[config.mk]
export PLATFORM = sky130hd
export DESIGN_NAME = fcr_bank
export DESIGN_NICKNAME = d
export VERILOG_FILES = /design/src/include/fcr_pkg.sv /design/src/rtl/fcr_bank.sv
export SDC_FILE = /design/constraint.sdc
export NUM_CORES = 1
export LEC_CHECK = 0
export BUFFER_PORTS_ARGS = -buffer_cell sky130_fd_sc_hd__buf_2
export CORE_UTILIZATION = 53
export DETAILED_ROUTE_END_ITERATION = 7
export GPL_ROUTABILITY_DRIVEN = 0
export PLACE_DENSITY = 0.85
export SLEW_MARGIN = 20
export SYNTH_ARGS = -nofsm -noshare
export SYNTH_HDL_FRONTEND = slang
export SYNTH_SLANG_ARGS = --single-unit
[constraint.sdc]
create_clock -name i_clock -period 3.75 [get_ports i_clock]
set_input_delay 0.375 -clock i_clock [delete_from_list [all_inputs] [get_ports i_clock]]
set_output_delay 0.375 -clock i_clock [all_outputs]
set_load 0.03 [all_outputs]
[src/include/fcr_pkg.sv]
// Package for the smart-fuse control register bank: command codes, reset values, field limits.
// Assumes a bus front end that delivers decoded register commands one at a time.
package fcr_pkg;
    // Command codes of the registers held in this bank.
    localparam logic [7:0] CMD_OUTPUT_ON_OFF_CONTROL = 8'h01;
    localparam logic [7:0] CMD_ON_OFF_SOURCE_CONFIG = 8'h02;
    localparam logic [7:0] CMD_WRITE_PROTECTION_LEVEL = 8'h10;
    localparam logic [7:0] CMD_ALERT_MASK_SELECT = 8'h1B;
    localparam logic [7:0] CMD_CURRENT_CALIBRATION_OFFSET = 8'h39;
    localparam logic [7:0] CMD_OVERTEMP_FAULT_THRESHOLD = 8'h4F;
    // Status register codes that a mask write may target.
    localparam logic [7:0] ST_BYTE = 8'h78;
    localparam logic [7:0] ST_WORD = 8'h79;
    localparam logic [7:0] ST_IOUT = 8'h7B;
    localparam logic [7:0] ST_INPUT = 8'h7C;
    localparam logic [7:0] ST_TEMP = 8'h7D;
    localparam logic [7:0] ST_CML = 8'h7E;
    localparam logic [7:0] ST_MFR = 8'h80;
    // Mask bits that name unsupported status functions, per target.
    localparam logic [7:0] UNSUP_BYTE = 8'h20;
    localparam logic [7:0] UNSUP_WORD = 8'h87;
    localparam logic [7:0] UNSUP_IOUT = 8'h3F;
    localparam logic [7:0] UNSUP_INPUT = 8'h0F;
    localparam logic [7:0] UNSUP_TEMP = 8'h3F;
    localparam logic [7:0] UNSUP_CML = 8'h17;
    localparam logic [7:0] UNSUP_MFR = 8'h08;
    // Live bits that never take a mask: off in the byte, power-good in the word high byte.
    localparam logic [7:0] LIVE_BYTE = 8'h40;
    localparam logic [7:0] LIVE_WORD = 8'h08;
    // Field positions.
    localparam int RUN_BIT = 7;
    localparam int CMD_EN_BIT = 3;
    localparam int PIN_EN_BIT = 2;
    localparam int SB_TEMP_BIT = 2;
    localparam int SB_CML_BIT = 1;
    localparam int CML_INV_DATA_BIT = 6;
    localparam int TEMP_OT_FAULT_BIT = 7;
    // Fixed read-as-one configuration bits (4, 1 and 0).
    localparam logic [7:0] CFG_FIXED_ONES = 8'h13;
    // Write-protect encodings in bits 7:5.
    localparam logic [2:0] WP_ALL = 3'h0;
    localparam logic [2:0] WP_CFG = 3'h1;
    localparam logic [2:0] WP_OP = 3'h2;
    localparam logic [2:0] WP_SELF = 3'h4;
    // Reset values.
    localparam logic [7:0] RST_OPERATION = 8'h00;
    localparam logic [1:0] RST_SOURCE = 2'h1;
    localparam logic [15:0] RST_CAL_OFFSET = 16'hE800;
    localparam logic [15:0] RST_OT_FAULT = 16'hF918;
    // Linear-format exponents and ranges (mantissa LSB: 0.125 A, 0.5 degree).
    localparam logic [4:0] CAL_EXP = 5'h1D;
    localparam logic signed [10:0] CAL_MANT_MAX = 11'sh010;
    localparam logic [4:0] OT_EXP = 5'h1F;
    localparam logic [10:0] OT_MANT_MIN = 11'h0A0;
    localparam logic [10:0] OT_MANT_MAX = 11'h12C;

    typedef struct packed {
        logic valid;
        logic write;
        logic [7:0] code;
        logic [15:0] data;
    } fcr_cmd_t;

    typedef struct packed {
        logic valid;
        logic nack;
        logic [15:0] data;
    } fcr_resp_t;
endpackage : fcr_pkg

[src/rtl/fcr_bank.sv]
// Control register bank of the smart fuse: on/off control, write protection, alert masks,
// current calibration offset and over-temperature fault limit.
// Assumes a bus front end that decodes each command into one cycle of fcr_cmd_t, and
// measurement inputs that are synchronous to i_clock.
`timescale 1ns/1ps
`default_nettype none

module fcr_bank #(
    parameter int MEAS_W = 11
) (
    input wire logic i_clock,
    input wire logic i_sys_rst,
    input wire fcr_pkg::fcr_cmd_t i_cmd,
    input wire logic i_clear_faults,
    input wire logic i_enable_pin,
    input wire logic [10:0] i_temp_half_deg,
    input wire logic [10:0] i_ot_warn_mant,
    input wire logic signed [MEAS_W-1:0] i_iout_raw,
    output fcr_pkg::fcr_resp_t o_resp,
    output logic o_output_on,
    output logic o_alert_n,
    output logic [7:0] o_status_byte,
    output logic [7:0] o_status_cml,
    output logic [7:0] o_status_temp,
    output logic signed [MEAS_W:0] o_iout_corrected
);
    typedef enum logic [2:0] {
        FCR_IDX_BYTE,
        FCR_IDX_WORD,
        FCR_IDX_IOUT,
        FCR_IDX_INPUT,
        FCR_IDX_TEMP,
        FCR_IDX_CML,
        FCR_IDX_MFR,
        FCR_IDX_NONE
    } fcr_mask_idx_t;

    logic output_run_bit_r;
    logic command_enable_select_r;
    logic pin_enable_select_r;
    logic [2:0] wp_level_r;
    logic [15:0] cal_offset_r;
    logic [15:0] overtemp_fault_value_r;
    logic [7:0] mask_r [0:6];
    logic cml_flag_r;
    logic inv_data_flag_r;
    logic temp_flag_r;
    logic ot_fault_flag_r;

    logic wr;
    logic [7:0] wr_lo;
    logic [7:0] wr_hi;
    logic wp_allows;
    logic data_ok;
    logic accept;
    logic reject;
    fcr_mask_idx_t mask_idx;
    logic [7:0] mask_unsup;
    logic [7:0] mask_live;
    logic signed [10:0] cal_mant;
    logic [10:0] ot_mant;
    logic ot_hit;
    logic run_req;

    assign wr = i_cmd.valid && i_cmd.write;
    assign wr_lo = i_cmd.data[7:0];
    assign wr_hi = i_cmd.data[15:8];
    assign cal_mant = i_cmd.data[10:0];
    assign ot_mant = i_cmd.data[10:0];

    // Write protection gates writes only; reads never consult it.
    always_comb begin
        case (wp_level_r)
            fcr_pkg::WP_ALL: wp_allows = 1'b1;
            fcr_pkg::WP_CFG: wp_allows = (i_cmd.code == fcr_pkg::CMD_WRITE_PROTECTION_LEVEL)
                || (i_cmd.code == fcr_pkg::CMD_OUTPUT_ON_OFF_CONTROL)
                || (i_cmd.code == fcr_pkg::CMD_ON_OFF_SOURCE_CONFIG);
            fcr_pkg::WP_OP: wp_allows = (i_cmd.code == fcr_pkg::CMD_WRITE_PROTECTION_LEVEL)
                || (i_cmd.code == fcr_pkg::CMD_OUTPUT_ON_OFF_CONTROL);
            default: wp_allows = (i_cmd.code == fcr_pkg::CMD_WRITE_PROTECTION_LEVEL);
        endcase
    end

    // Mask targets; the status word low byte has no entry of its own.
    always_comb begin
        case (wr_lo)
            fcr_pkg::ST_BYTE: mask_idx = FCR_IDX_BYTE;
            fcr_pkg::ST_WORD: mask_idx = FCR_IDX_WORD;
            fcr_pkg::ST_IOUT: mask_idx = FCR_IDX_IOUT;
            fcr_pkg::ST_INPUT: mask_idx = FCR_IDX_INPUT;
            fcr_pkg::ST_TEMP: mask_idx = FCR_IDX_TEMP;
            fcr_pkg::ST_CML: mask_idx = FCR_IDX_CML;
            fcr_pkg::ST_MFR: mask_idx = FCR_IDX_MFR;
            default: mask_idx = FCR_IDX_NONE;
        endcase
    end

    always_comb begin
        mask_live = 8'h00;
        case (mask_idx)
            FCR_IDX_BYTE: begin
                mask_unsup = fcr_pkg::UNSUP_BYTE;
                mask_live = fcr_pkg::LIVE_BYTE;
            end
            FCR_IDX_WORD: begin
                mask_unsup = fcr_pkg::UNSUP_WORD;
                mask_live = fcr_pkg::LIVE_WORD;
            end
            FCR_IDX_IOUT: mask_unsup = fcr_pkg::UNSUP_IOUT;
            FCR_IDX_INPUT: mask_unsup = fcr_pkg::UNSUP_INPUT;
            FCR_IDX_TEMP: mask_unsup = fcr_pkg::UNSUP_TEMP;
            FCR_IDX_CML: mask_unsup = fcr_pkg::UNSUP_CML;
            FCR_IDX_MFR: mask_unsup = fcr_pkg::UNSUP_MFR;
            default: mask_unsup = 8'hFF;
        endcase
    end

    // Content check per register; anything not listed is accepted as data.
    always_comb begin
        case (i_cmd.code)
            fcr_pkg::CMD_ON_OFF_SOURCE_CONFIG:
                data_ok = ((wr_lo & fcr_pkg::CFG_FIXED_ONES) == fcr_pkg::CFG_FIXED_ONES);
            fcr_pkg::CMD_WRITE_PROTECTION_LEVEL:
                data_ok = (wr_lo[7:5] == fcr_pkg::WP_ALL) || (wr_lo[7:5] == fcr_pkg::WP_CFG)
                    || (wr_lo[7:5] == fcr_pkg::WP_OP)
                    || (wr_lo[7:5] == fcr_pkg::WP_SELF);
            fcr_pkg::CMD_ALERT_MASK_SELECT:
                data_ok = (mask_idx != FCR_IDX_NONE) && ((wr_hi & mask_unsup) == 8'h00);
            fcr_pkg::CMD_CURRENT_CALIBRATION_OFFSET:
                data_ok = (i_cmd.data[15:11] == fcr_pkg::CAL_EXP)
                    && (cal_mant <= fcr_pkg::CAL_MANT_MAX)
                    && (cal_mant >= -fcr_pkg::CAL_MANT_MAX);
            fcr_pkg::CMD_OVERTEMP_FAULT_THRESHOLD:
                data_ok = (i_cmd.data[15:11] == fcr_pkg::OT_EXP)
                    && (ot_mant >= fcr_pkg::OT_MANT_MIN)
                    && (ot_mant <= fcr_pkg::OT_MANT_MAX)
                    && (ot_mant > i_ot_warn_mant);
            default: data_ok = 1'b1;
        endcase
    end

    // A write refused by protection takes the same invalid-data path as bad content.
    assign accept = wr && wp_allows && data_ok;
    assign reject = wr && !(wp_allows && data_ok);

    always_ff @(posedge i_clock) begin
        if (i_sys_rst) begin
            output_run_bit_r <= fcr_pkg::RST_OPERATION[fcr_pkg::RUN_BIT];
        end else if (accept && i_cmd.code == fcr_pkg::CMD_OUTPUT_ON_OFF_CONTROL) begin
            output_run_bit_r <= wr_lo[fcr_pkg::RUN_BIT];
        end
    end

    always_ff @(posedge i_clock) begin
        if (i_sys_rst) begin
            {command_enable_select_r, pin_enable_select_r} <= fcr_pkg::RST_SOURCE;
        end else if (accept && i_cmd.code == fcr_pkg::CMD_ON_OFF_SOURCE_CONFIG) begin
            command_enable_select_r <= wr_lo[fcr_pkg::CMD_EN_BIT];
            pin_enable_select_r <= wr_lo[fcr_pkg::PIN_EN_BIT];
        end
    end

    always_ff @(posedge i_clock) begin
        if (i_sys_rst) begin
            wp_level_r <= fcr_pkg::WP_ALL;
        end else if (accept && i_cmd.code == fcr_pkg::CMD_WRITE_PROTECTION_LEVEL) begin
            wp_level_r <= wr_lo[7:5];
        end
    end

    always_ff @(posedge i_clock) begin
        if (i_sys_rst) begin
            cal_offset_r <= fcr_pkg::RST_CAL_OFFSET;
        end else if (accept && i_cmd.code == fcr_pkg::CMD_CURRENT_CALIBRATION_OFFSET) begin
            cal_offset_r <= i_cmd.data;
        end
    end

    always_ff @(posedge i_clock) begin
        if (i_sys_rst) begin
            overtemp_fault_value_r <= fcr_pkg::RST_OT_FAULT;
        end else if (accept && i_cmd.code == fcr_pkg::CMD_OVERTEMP_FAULT_THRESHOLD) begin
            overtemp_fault_value_r <= i_cmd.data;
        end
    end

    // Live bits keep their old mask value, so a write aimed at them changes nothing.
    genvar gi;
    generate
        for (gi = 0; gi < 7; gi++) begin : g_mask
            always_ff @(posedge i_clock) begin
                if (i_sys_rst) begin
                    mask_r[gi] <= 8'h00;
                end else if (accept && i_cmd.code == fcr_pkg::CMD_ALERT_MASK_SELECT
                        && mask_idx == fcr_mask_idx_t'(gi)) begin
                    mask_r[gi] <= (wr_hi & ~mask_live) | (mask_r[gi] & mask_live);
                end
            end
        end
    endgenerate

    // Sticky flags: a new event in the clearing cycle wins.
    always_ff @(posedge i_clock) begin
        if (i_sys_rst) begin
            cml_flag_r <= 1'b0;
            inv_data_flag_r <= 1'b0;
        end else if (reject) begin
            cml_flag_r <= 1'b1;
            inv_data_flag_r <= 1'b1;
        end else if (i_clear_faults) begin
            cml_flag_r <= 1'b0;
            inv_data_flag_r <= 1'b0;
        end
    end

    assign ot_hit = (i_temp_half_deg >= overtemp_fault_value_r[10:0]);

    always_ff @(posedge i_clock) begin
        if (i_sys_rst) begin
            temp_flag_r <= 1'b0;
            ot_fault_flag_r <= 1'b0;
        end else if (ot_hit) begin
            temp_flag_r <= 1'b1;
            ot_fault_flag_r <= 1'b1;
        end else if (i_clear_faults) begin
            temp_flag_r <= 1'b0;
            ot_fault_flag_r <= 1'b0;
        end
    end

    // Source selection; with both enables clear nothing can start the output.
    always_comb begin
        case ({command_enable_select_r, pin_enable_select_r})
            2'b10: run_req = output_run_bit_r;
            2'b11: run_req = output_run_bit_r && i_enable_pin;
            2'b01: run_req = i_enable_pin;
            default: run_req = 1'b0;
        endcase
    end

    // The fault latch shuts the output whatever the masks say.
    always_ff @(posedge i_clock) begin
        if (i_sys_rst) begin
            o_output_on <= 1'b0;
        end else begin
            o_output_on <= run_req && !ot_hit && !ot_fault_flag_r;
        end
    end

    always_ff @(posedge i_clock) begin
        if (i_sys_rst) begin
            o_iout_corrected <= '0;
        end else begin
            o_iout_corrected <= (MEAS_W+1)'(i_iout_raw)
                + (MEAS_W+1)'($signed(cal_offset_r[10:0]));
        end
    end

    // The alert sees the masks; the off bit is live and never drives it.
    always_ff @(posedge i_clock) begin
        if (i_sys_rst) begin
            o_alert_n <= 1'b1;
        end else begin
            o_alert_n <= !((cml_flag_r && !mask_r[FCR_IDX_BYTE][fcr_pkg::SB_CML_BIT])
                || (inv_data_flag_r && !mask_r[FCR_IDX_CML][fcr_pkg::CML_INV_DATA_BIT])
                || (temp_flag_r && !mask_r[FCR_IDX_BYTE][fcr_pkg::SB_TEMP_BIT])
                || (ot_fault_flag_r
                    && !mask_r[FCR_IDX_TEMP][fcr_pkg::TEMP_OT_FAULT_BIT]));
        end
    end

    always_ff @(posedge i_clock) begin
        if (i_sys_rst) begin
            o_status_byte <= 8'h00;
            o_status_cml <= 8'h00;
            o_status_temp <= 8'h00;
        end else begin
            o_status_byte <= {1'b0, !o_output_on, 3'b000, temp_flag_r, cml_flag_r, 1'b0};
            o_status_cml <= {1'b0, inv_data_flag_r, 6'h00};
            o_status_temp <= {ot_fault_flag_r, 7'h00};
        end
    end

    // Responses: one cycle after each command; reads ignore the protection level.
    always_ff @(posedge i_clock) begin
        if (i_sys_rst) begin
            o_resp <= '0;
        end else begin
            o_resp.valid <= i_cmd.valid;
            o_resp.nack <= reject;
            o_resp.data <= 16'h0000;
            if (i_cmd.valid && !i_cmd.write) begin
                case (i_cmd.code)
                    fcr_pkg::CMD_OUTPUT_ON_OFF_CONTROL:
                        o_resp.data <= {8'h00, output_run_bit_r, 7'h00};
                    fcr_pkg::CMD_ON_OFF_SOURCE_CONFIG:
                        o_resp.data <= {8'h00, 3'b000, 1'b1, command_enable_select_r,
                            pin_enable_select_r, 2'b11};
                    fcr_pkg::CMD_WRITE_PROTECTION_LEVEL:
                        o_resp.data <= {8'h00, wp_level_r, 5'h00};
                    fcr_pkg::CMD_CURRENT_CALIBRATION_OFFSET:
                        o_resp.data <= cal_offset_r;
                    fcr_pkg::CMD_OVERTEMP_FAULT_THRESHOLD:
                        o_resp.data <= overtemp_fault_value_r;
                    default: o_resp.nack <= 1'b1;
                endcase
            end
        end
    end
endmodule : fcr_bank

`default_nettype wire

==> reports/results.txt, run 1 <==
Post-CTS Hold Buffers - 0
Setup Skew - 7.026 ps
Synth top area share - 0.3499
Total GRT Usage - 0.2421
Hold Crit Class - primary input to flip-flop
Hold path depth - 2
Dpl ws - 521.0 ps
Max H-tree Level - 3
Max-cap violations - 0
Final nets - 670
Fmax - 0.3425 GHz
Die height - 91.99 microns
Total chip power - 1.623 mW
Dpl hpwl - 7.640 mm
Max FO, Critical Path - 13
WL/cell - 14.52 microns
Die area - 0.008461 sq mm
Worst r2r src - cal_offset_r[0]$_SDFFE_PP0P_
I/O Buffers - 99
TritonCTS Buffers - 9
Vias per std cell - 5.584
Async set-reset flop share out of synthesis - 0
Cells along the critical path - buf_2 -> nor4_2 -> a211o_1 -> o31ai_1 -> a211oi_1 -> nor4_1 -> o2111ai_2 -> and2b_1 -> and2_1
Netlist cell types - 62
Max incr delay on CP - 620 ps
Fill cell count - 675
Outcome - finished, final reports clean
CTS resizes - 0
P&R area growth vs syn - 14.87%
Design Area, Final - 0.004930 sq mm
Vias in the first global route - 3582
Most instantiated cells after synthesis - dfxtp_1 (75), nor2_1 (61), inv_1 (35), ha_1 (33), a21oi_1 (26)
Clock Latency Late Sink - 340 ps
FF-to-FF path depth - 11
Synth warn - 0
FF-to-FF setup slack - 1360 ps
Largest area contributor in the netlist - dfxtp_1
Cell Rows - 32
Main synth FF type - dfxtp_1
Max Root-Sink Buffers - 2
Clock Sinks - 79
Largest cells by area after synthesis - dfxtp_1 (35%), ha_1 (9.6%), nor2_1 (5.3%), mux2i_1 (4.2%), buf_4 (3.8%)
Worst Tran Pin Value - 954.8 ps
RSZ-0062 raised after global routing - no
Critical Path Source Type - primary input
Critical Path AT - 3160 ps
Congestion Overflow GR - 0
Initial Util - 0.5525
First-pass iteration count of the detailed router - 6
Post-DP Area - 0.004762 sq mm
Slew Viols, Final - 0
Final setup margin - 830.4 ps
Largest net degree at the start of global routing - 57
Yosys reg bits - 79
Final period util - 0.7786
Critical Path RT - 3990 ps
R2R Path End - o_iout_corrected[10]$_SDFF_PP0_
Crit-path slowest cell - nor4_1
Total Neg Setup Slack - 0 ps
Initial antenna violation count - 0
DIE WIDTH - 91.99 microns
Via count - 3797
DRC errors left - 0
Clock slew at reported path FFs - 80 ps
Min cycle time layout - 2920 ps
First-iteration detailed-routing DRC count - 322
Worst hold start - i_clear_faults
Rel. slew slack - 0.3634
Final setup viols - 0
Core ar. - 0.007767 sq mm
Leakage Power - 2.281 nW
PD cells - 329.3 mW/mm^2
Ant diodes - 0
Synthesized area - 0.004292 sq mm
Mapped Cells - 482
First-pass GRT wire length - 16.19 mm
Postcts setup bufs - 0
Endpoints failing hold - 0
CTS tree - yes
Routed WL - 9.872 mm
Peak supply drop - 175.1 uV
Boundary pin count - 119
Syn_area_per_cell - 8.904 sq um
Crit Path Category - primary input to flip-flop
Critical Path End Type - flip-flop
Hold Crit Endpoint - inv_data_flag_r$_SDFFE_PP0P_
Layout cell share with drive strength beyond 1 - 0.2284
CTS Root Cell - clkbuf_8
Register area share after synthesis - 0.3778
Top-count cell post-synth - dfxtp_1
Antenna-violating nets left - 0
EDFF count, synth - 4
-- sequential cells by signal, indices dropped and copies added (netlist names) --
register	count
o_resp	18
cal_offset_r	16
overtemp_fault_value_r	16
o_iout_corrected	12
mask_r	4
o_status_byte	3
wp_level_r	3
command_enable_select_r	1
inv_data_flag_r	1
o_alert_n	1
o_output_on	1
ot_fault_flag_r	1
output_run_bit_r	1
pin_enable_select_r	1
-- report_power, final --
part / internal, mW / switching (mW)
clock: 0.258 / 0.280
combinational: 0.0775 / 0.145
sequential: 0.858 / 0.00428
-- layout make-up --
class	instances	area, sq um	area share
Multi-Input combinational cell	346	2364	0.4794
Sequential cell	79	1622	0.3289
Timing Repair Buffer	102	518.0	0.1051
Clock buffer	13	148.9	0.03020
Inverter	35	131.4	0.02665
Tap cell	102	127.6	0.02589
Clock inverter	3	18.77	0.003807
-- routing by layer --
layer	track usage	vias up	part of all wire
li1	-	1851	-
met1	0.3030	1742	0.44
met2	0.4055	183	0.47
met3	0.05224	21	0.075
met4	0.09505	0	0.023
met5	0	-	0
-- worst max-delay path: cells and delay by family --
family,cells,cell delay [ps]
AND/OR/NAND/NOR,4,1290
AO/OA/AOI/OAI,4,1290
buffers and inverters,1,200
-- cells in the final DEF (no fill, tap or decap), drive strengths merged, types with 9 or more instances in the layout --
| cell type | synthesis | final |
|---|---|---|
| a21o | 9 | 9 |
| a21oi | 28 | 28 |
| buf | 25 | 102 |
| clkbuf | 15 | 13 |
| conb | 1 | 19 |
| dfxtp | 75 | 75 |
| ha | 33 | 33 |
| inv | 35 | 35 |
| mux2i | 18 | 18 |
| nand2 | 22 | 22 |
| nand2b | 19 | 19 |
| nor2 | 61 | 61 |
| nor2b | 9 | 9 |
| o21ai | 12 | 12 |
-- metrics by stage --
stage	hold WS [ps]	utilization	std cells
CTS	269.3	0.6347	680
global placement	397.7	0.6131	664
global route	260.6	0.6347	680
floorplan	411.3	-	500
detailed placement	397.0	0.6131	664
finish	282.9	0.6347	680
-- cells by family after synthesis --
kind of cell / share of synthesized area
adders and majority gates: 0.1009
other: 0.0008738
buffers and inverters: 0.08717
and+or+nand+nor: 0.2064
AOI/OAI and AO/OA: 0.1685
xor gates and xnor gates: 0.01633
muxes: 0.04198
DFF: 0.3778
-- worst max-delay path by stage --
stage / from / end / slack, ps / cells after the start
final: i_cmd[5] / overtemp_fault_value_r[10]$_SDFFE_PP0P_ / 830 / 9
after global routing: i_cmd[3] / overtemp_fault_value_r[10]$_SDFFE_PP0P_ / 660 / 9
after CTS: i_cmd[5] / overtemp_fault_value_r[10]$_SDFFE_PP0P_ / 890 / 9
after detailed placement: i_cmd[5] / overtemp_fault_value_r[10]$_SDFFE_PP0P_ / 520 / 9
after global placement: i_cmd[3] / overtemp_fault_value_r[10]$_SDFFE_PP0P_ / 670 / 9
after floorplan: i_cmd[5] / mask_r[0][1]$_SDFFCE_PN0P_ / 970 / 9
(Power assumes the default switching activity.)
==> run 2, diff against run 1 <==
clock period = 2.94 ns   (was 3.75 ns; I/O delays follow)
==> reports/results.txt, run 2 (synthesized netlist as in run 1, its figures left out) <==
Congestion Overflow GR - 0 (unchanged)
DIE WIDTH - 91.99 microns (unchanged)
Max H-tree Level - 3 (unchanged)
Via count - 3863 (+1.7%)
Post-CTS Hold Buffers - 0 (unchanged)
Final nets - 681 (+1.6%)
Die area - 0.008461 sq mm (unchanged)
Outcome - finished, final reports clean
I/O Buffers - 99 (unchanged)
Cell Rows - 32 (unchanged)
Initial antenna violation count - 0 (unchanged)
Vias per std cell - 5.590 (+0.12%)
Hold Crit Class - primary input to flip-flop
Leakage Power - 2.347 nW (+2.9%)
Commonest non-fill, non-tap cell in the layout - buf_2
Layout cell share with drive strength beyond 1 - 0.2462 (+0.01781)
Total Neg Setup Slack - 0 ps (unchanged)
Die height - 91.99 microns (unchanged)
Max-cap violations - 0 (unchanged)
Most flops, register - o_resp
Leading registers by flop count - o_resp x18, cal_offset_r x16, overtemp_fault_value_r x16
Critical Path Source Type - primary input
First-iteration detailed-routing DRC count - 234 (-27%)
Internal Power - 1.622 mW (+36%)
Dpl ws - 64.80 ps (-456.2 ps)
Critical Path AT - 2580 ps (-580 ps)
Max FO, Critical Path - 8 (-5)
Hold Slack - 185.6 ps (-97.29 ps)
FF-to-FF setup slack - 670 ps (-690 ps)
Clock slew at reported path FFs - 80 ps (about the same)
Critical Path End Type - flip-flop
Sequential share of power - 0.495 (-0.036)
Largest net degree at the start of global routing - 32 (-44%)
PD cells - 440.0 mW/mm^2 (+34%)
Clock Sinks - 79 (unchanged)
TritonCTS Buffers - 9 (unchanged)
Final period util - 0.8643
Design Area, Final - 0.005050 sq mm (+2.4%)
Total GRT Usage - 0.2575 (+0.01537)
Most frequent cells in the layout - buf_2 (99), dfxtp_1 (75), nor2_1 (61)
Clock Latency Late Sink - 350 ps (about the same)
First-pass iteration count of the detailed router - 5 (-1)
Max FFs per register - 18 (unchanged)
Logic pwr share - 0.132 (-0.005)
CTS resizes - 0 (unchanged)
Rel. slew slack - 0.5908 (+0.2273)
Antenna-violating nets left - 0 (unchanged)
Setup Skew - 9.726 ps (+2.699 ps)
Boundary pin count - 119 (unchanged)
DRC errors left - 0 (unchanged)
Hold path depth - 2 (unchanged)
Fmax - 0.3935 GHz
CTS tree - yes
Final setup margin - 398.9 ps (-431.5 ps)
FF-to-FF path depth - 11 (unchanged)
Core ar. - 0.007767 sq mm (unchanged)
Routed WL - 10.48 mm (+6.1%)
Crit Path Category - primary input to flip-flop
CTS Root Cell - clkbuf_8
Critical Path RT - 2980 ps (-1010 ps)
Initial Util - 0.5525 (unchanged)
Slew Viols, Final - 0 (unchanged)
Peak supply drop - 248.3 uV (+42%)
Ant diodes - 0 (unchanged)
Worst Tran Pin Value - 612.3 ps (-342.5 ps)
Dpl hpwl - 7.946 mm (+4.0%)
Psw - 0.6002 mW (+40%)
RSZ-0062 raised after global routing - no
P&R area growth vs syn - 17.67%
Postcts setup bufs - 0 (unchanged)
Max Root-Sink Buffers - 2 (unchanged)
Endpoints failing hold - 0 (unchanged)
Vias in the first global route - 3687 (+2.9%)
Post-DP Area - 0.004845 sq mm (+1.7%)
First-pass GRT wire length - 17.20 mm (+6.2%)
Final setup viols - 0 (unchanged)
Sw Ratio - 0.2701 (+0.005754)
WL/cell - 15.16 microns (+4.5%)
Clock Power Share - 0.373 (+0.041)
Min cycle time layout - 2541 ps
-- run 2: cell types whose count changed in the layout (fill, tap and decap cells not counted) --
cell        change
clkinv_4        -1
clkinvlp_4      +1
clkbuf_1        -2
inv_6           +3
buf_4          +11
clkinv_2        -2
bufinv_16       +1
-- run 2: worst paths after layout --
path / start / endpoint
hold reg to reg: overtemp_fault_value_r[14]$_SDFFE_PP1P_ / overtemp_fault_value_r[14]$_SDFFE_PP1P_
setup / recovery: i_cmd[3] / mask_r[0][1]$_SDFFCE_PN0P_
hold / removal: i_clear_faults / inv_data_flag_r$_SDFFE_PP0P_
setup reg to reg: cal_offset_r[0]$_SDFFE_PP0P_ / o_iout_corrected[10]$_SDFF_PP0_
-- run 2: power groups by stage --
stage                     clock network [mW]  logic (mW)  registers [mW]
after CTS                              0.836       0.290            1.10
after global routing                   0.887       0.320            1.10
final                                  0.830       0.292            1.10
after floorplan                            0       0.178            1.15
after global placement                     0       0.278            1.12
after detailed placement                   0       0.288            1.13
-- run 2: through the flow --
step,utilization,power [mW],cells
floorplan,-,1.329,500
global placement,0.6237,1.403,675
detailed placement,0.6237,1.413,675
CTS,0.6501,2.226,691
global route,0.6501,2.308,691
finish,0.6501,2.222,691
-- run 2: critical path, cell delays in order --
cell	delay [ps]
buf_2	180
nor4_2	80
a211o_1	370
o31ai_1	290
a211oi_1	140
or4_4	580
a21boi_2	190
nand4_2	190
o21bai_1	260
-- run 2: layer usage --
metal	share of wire	vias to the layer above	track usage
li1	-	1873	-
met1	0.43	1772	0.3160
met2	0.47	196	0.4384
met3	0.078	22	0.05970
met4	0.020	0	0.09505
met5	0	-	0
-- run 2: area by class of cell --
class	count	area, sq um
Inverter	35	131.4
Clock inverter	5	63.81
Tap cell	102	127.6
Fill cell	654	2718
Sequential cell	79	1622
Clock buffer	11	141.4
Timing Repair Buffer	113	600.6
Multi-Input combinational cell	346	2364
==> run 3, diff against run 2 <==
ABC_AREA = 1   (was default)
CORE_UTILIZATION = 54   (was 53)
==> reports/results.txt, run 3 <==
Slew Viols, Final - 0 (unchanged)
Min cycle time layout - 2436 ps (-105.2 ps)
FF-to-FF path depth - 12 (+1)
Total chip power - 2.269 mW (+2.1%)
Mapped Cells - 674 (+40%)
Critical path depth - 16 (+7)
Layout cell share with drive strength beyond 1 - 0.1727 (-0.07350)
Max H-tree Level - 3 (unchanged)
Critical Path Source Type - primary input
Antenna-violating nets left - 0 (unchanged)
Total Neg Setup Slack - 0 ps (unchanged)
Leakage Power - 2.724 nW (+16%)
Largest cells by area after synthesis - dfxtp_1 (32%), nand2_1 (12%), inv_1 (8.9%), ha_1 (8.8%), nor2_1 (5.4%)
DIE WIDTH - 95.27 microns (+3.6%)
Endpoints failing hold - 0 (unchanged)
RSZ-0062 raised after global routing - no
CTS tree - yes
Internal Power - 1.600 mW (-1.3%)
Rel. slew slack - 0.4742 (-0.1166)
Commonest non-fill, non-tap cell in the layout - nand2_1
Outcome - finished, final reports clean
Family with the most delay on the worst path - simple AND/OR/NAND/NOR gates
Fmax - 0.4105 GHz (+4.3%)
First-pass GRT wire length - 19.00 mm (+10%)
Fin util - 0.6510 (+0.0008580)
First-pass iteration count of the detailed router - 5 (unchanged)
Die area - 0.009075 sq mm (+7.3%)
EDFF count, synth - 4 (unchanged)
Most instantiated cells after synthesis - nand2_1 (153), inv_1 (111), dfxtp_1 (75), nor2_1 (68), a21oi_1 (37)
Critical Path AT - 2730 ps (+150 ps)
Largest area contributor in the netlist - dfxtp_1
Post-DP Area - 0.005192 sq mm (+7.2%)
DRC errors left - 0 (unchanged)
Cells along the critical path - buf_2 -> inv_1 -> nand2_1 -> nor2_1 -> nand3_1 -> nand3_1 -> nand3_1 -> nand3_1 -> nand2_1 -> nor2_1 -> nand2_1 -> nand2_2 -> nand3_2 -> nand2_1 -> inv_1 -> nor2_1
Largest net degree at the start of global routing - 30 (-6.3%)
P&R area growth vs syn - 15.02%
Met3 routed WL - 1.072 mm (+32%)
Post-CTS Hold Buffers - 0 (unchanged)
Final setup viols - 0 (unchanged)
Syn_area_per_cell - 6.969 sq um (-22%)
Initial antenna violation count - 0 (unchanged)
Leading registers by flop count - o_resp x18, cal_offset_r x16, overtemp_fault_value_r x16
Async set-reset flop share out of synthesis - 0 (unchanged)
Max FO, Critical Path - 21 (+13)
Routed WL - 11.57 mm (+10%)
Critical Path End Type - flip-flop
Clock Latency Late Sink - 360 ps (about the same)
Core ar. - 0.008299 sq mm (+6.8%)
Postcts setup bufs - 0 (unchanged)
Vias per std cell - 5.364 (-4.0%)
Final period util - 0.8285 (-0.03578)
Clock Power Share - 0.381 (+0.008)
Hold Crit Class - primary input to flip-flop
Clock slew at reported path FFs - 90 ps (about the same)
CTS Root Cell - clkbuf_8
Hold path depth - 3 (+1)
Sequential share of power - 0.484 (-0.011)
Via count - 4726 (+22%)
CP Buf/Inv Count - 3 (+2)
Yosys reg bits - 79 (unchanged)
Peak supply drop - 219.7 uV (-12%)
PD cells - 420.0 mW/mm^2 (-4.5%)
Synth top area share - 0.3197 (-0.03020)
Logic pwr share - 0.134 (+0.002)
Final nets - 868 (+27%)
Congestion Overflow GR - 0 (unchanged)
Clock Sinks - 79 (unchanged)
First-iteration detailed-routing DRC count - 358 (+53%)
CTS resizes - 0 (unchanged)
Initial Util - 0.5660 (+0.01345)
Max-cap violations - 0 (unchanged)
Boundary pin count - 119 (unchanged)
Die height - 95.27 microns (+3.6%)
Critical Path RT - 3230 ps (+250 ps)
Cell Rows - 33 (+3.1%)
Dpl hpwl - 8.927 mm (+12%)
Max Root-Sink Buffers - 2 (unchanged)
Synth warn - 0 (unchanged)
Max incr delay on CP - 370 ps (-210 ps)
Design Area, Final - 0.005403 sq mm (+7.0%)
Total GRT Usage - 0.2681 (+0.01060)
Setup Skew - 8.383 ps (-1.343 ps)
WL/cell - 13.14 microns (-13%)
Fill cell count - 735 (+12%)
Most frequent cells in the layout - nand2_1 (153), inv_1 (111), buf_2 (99)
Max FFs per register - 18 (unchanged)
Met2 wire length - 5.293 mm (+7.9%)
Ant diodes - 0 (unchanged)
Vias in the first global route - 4270 (+16%)
Register area share after synthesis - 0.3452 (-0.03261)
Netlist cell types - 44 (-29%)
Sw Ratio - 0.2947 (+0.02459)
Uppermost layer routed - met4
Crit-path slowest cell - nand3_2
I/O Buffers - 99 (unchanged)
Worst Tran Pin Value - 783.9 ps (+171.5 ps)
TritonCTS Buffers - 9 (unchanged)
M1 wire length - 4.841 mm (+6.4%)
Most flops, register - o_resp
Psw - 0.6687 mW (+11%)
Synthesized area - 0.004697 sq mm (+9.4%)
Main synth FF type - dfxtp_1
Top-count cell post-synth - nand2_1
Crit Path Category - primary input to flip-flop
-- run 3: cell count changes in the layout (fill, tap and decap cells not counted), moves of 8 or more --
cell      previous run  this run
a21o_1               9         0
a21oi_1             26        37
a22oi_1              8         0
inv_1               35       111
mux2i_1             18         0
nand2_1             22       153
nand2b_1            19         0
nand3_1              3        34
nand3b_1             0        10
nand4_1              7        33
nor2b_1              9         0
o21ai_0             12        26
-- run 3: layer usage --
metal  track usage  vias to the layer above
li1              -                     2342
met1        0.3420                     2083
met2        0.4399                      262
met3       0.04785                       39
met4        0.1199                        0
met5             0                        -
-- run 3: kinds of logic (layout without fill, tap and decap cells) --
kind of cell    Yosys count  count (layout)  synth area share
simple gates            321             321            0.3114
buf+inv                 154             238            0.1462
compound gates           85              85            0.1042
flops                    79              79            0.3452
fa+ha+maj                34              34           0.09217
other cells               1              19         0.0007984
-- run 3: path summary, 6_finish.rpt --
check | from | endpoint | slack [ps]
min reg2reg | o_output_on$_SDFF_PP0_ | o_status_byte[6]$_SDFF_PP0_ | 420
min | i_cmd[25] | o_resp[17]$_SDFF_PP0_ | 200
max reg2reg | cal_offset_r[0]$_SDFFE_PP0P_ | o_iout_corrected[8]$_SDFF_PP0_ | 550
max | i_cmd[7] | cal_offset_r[10]$_SDFFE_PP0P_ | 500
-- run 3: power by group through the flow --
stage                     Sequential [mW]  Clock, mW  Combinational (mW)
after floorplan                      1.15          0               0.188
after global placement               1.12          0               0.289
final                                1.10      0.865               0.305
after detailed placement             1.12          0               0.301
after global routing                 1.10      0.916               0.338
after CTS                            1.10      0.867               0.302
-- run 3: worst reg2reg max path, delay by kind of cell (launching register included) --
| kind | cells | cell delay [ps] |
|---|---|---|
| compound gates | 5 | 900 |
| fa+ha+maj | 2 | 640 |
| buf+inv | 1 | 70 |
| flops | 1 | 400 |
| simple gates | 4 | 310 |
-- run 3: area by class of cell --
cell class	instances	area (sq um)	area share
Clock buffer	9	123.9	0.02293
Clock inverter	7	86.33	0.01598
Inverter	116	435.4	0.08059
Multi-Input combinational cell	459	2456	0.4546
Sequential cell	79	1622	0.3001
Tap cell	105	131.4	0.02432
Timing Repair Buffer	106	548.0	0.1014
-- run 3: through the flow --
stage	worst slack, ps	cells	hold WS, ps
2_1_floorplan	761.9	692	377.1
3_3_place_gp	409.4	865	409.3
3_5_place_dp	242.0	865	408.3
4_1_cts	574.4	881	184.7
5_1_grt	228.4	881	210.0
6_report	504.1	881	196.7
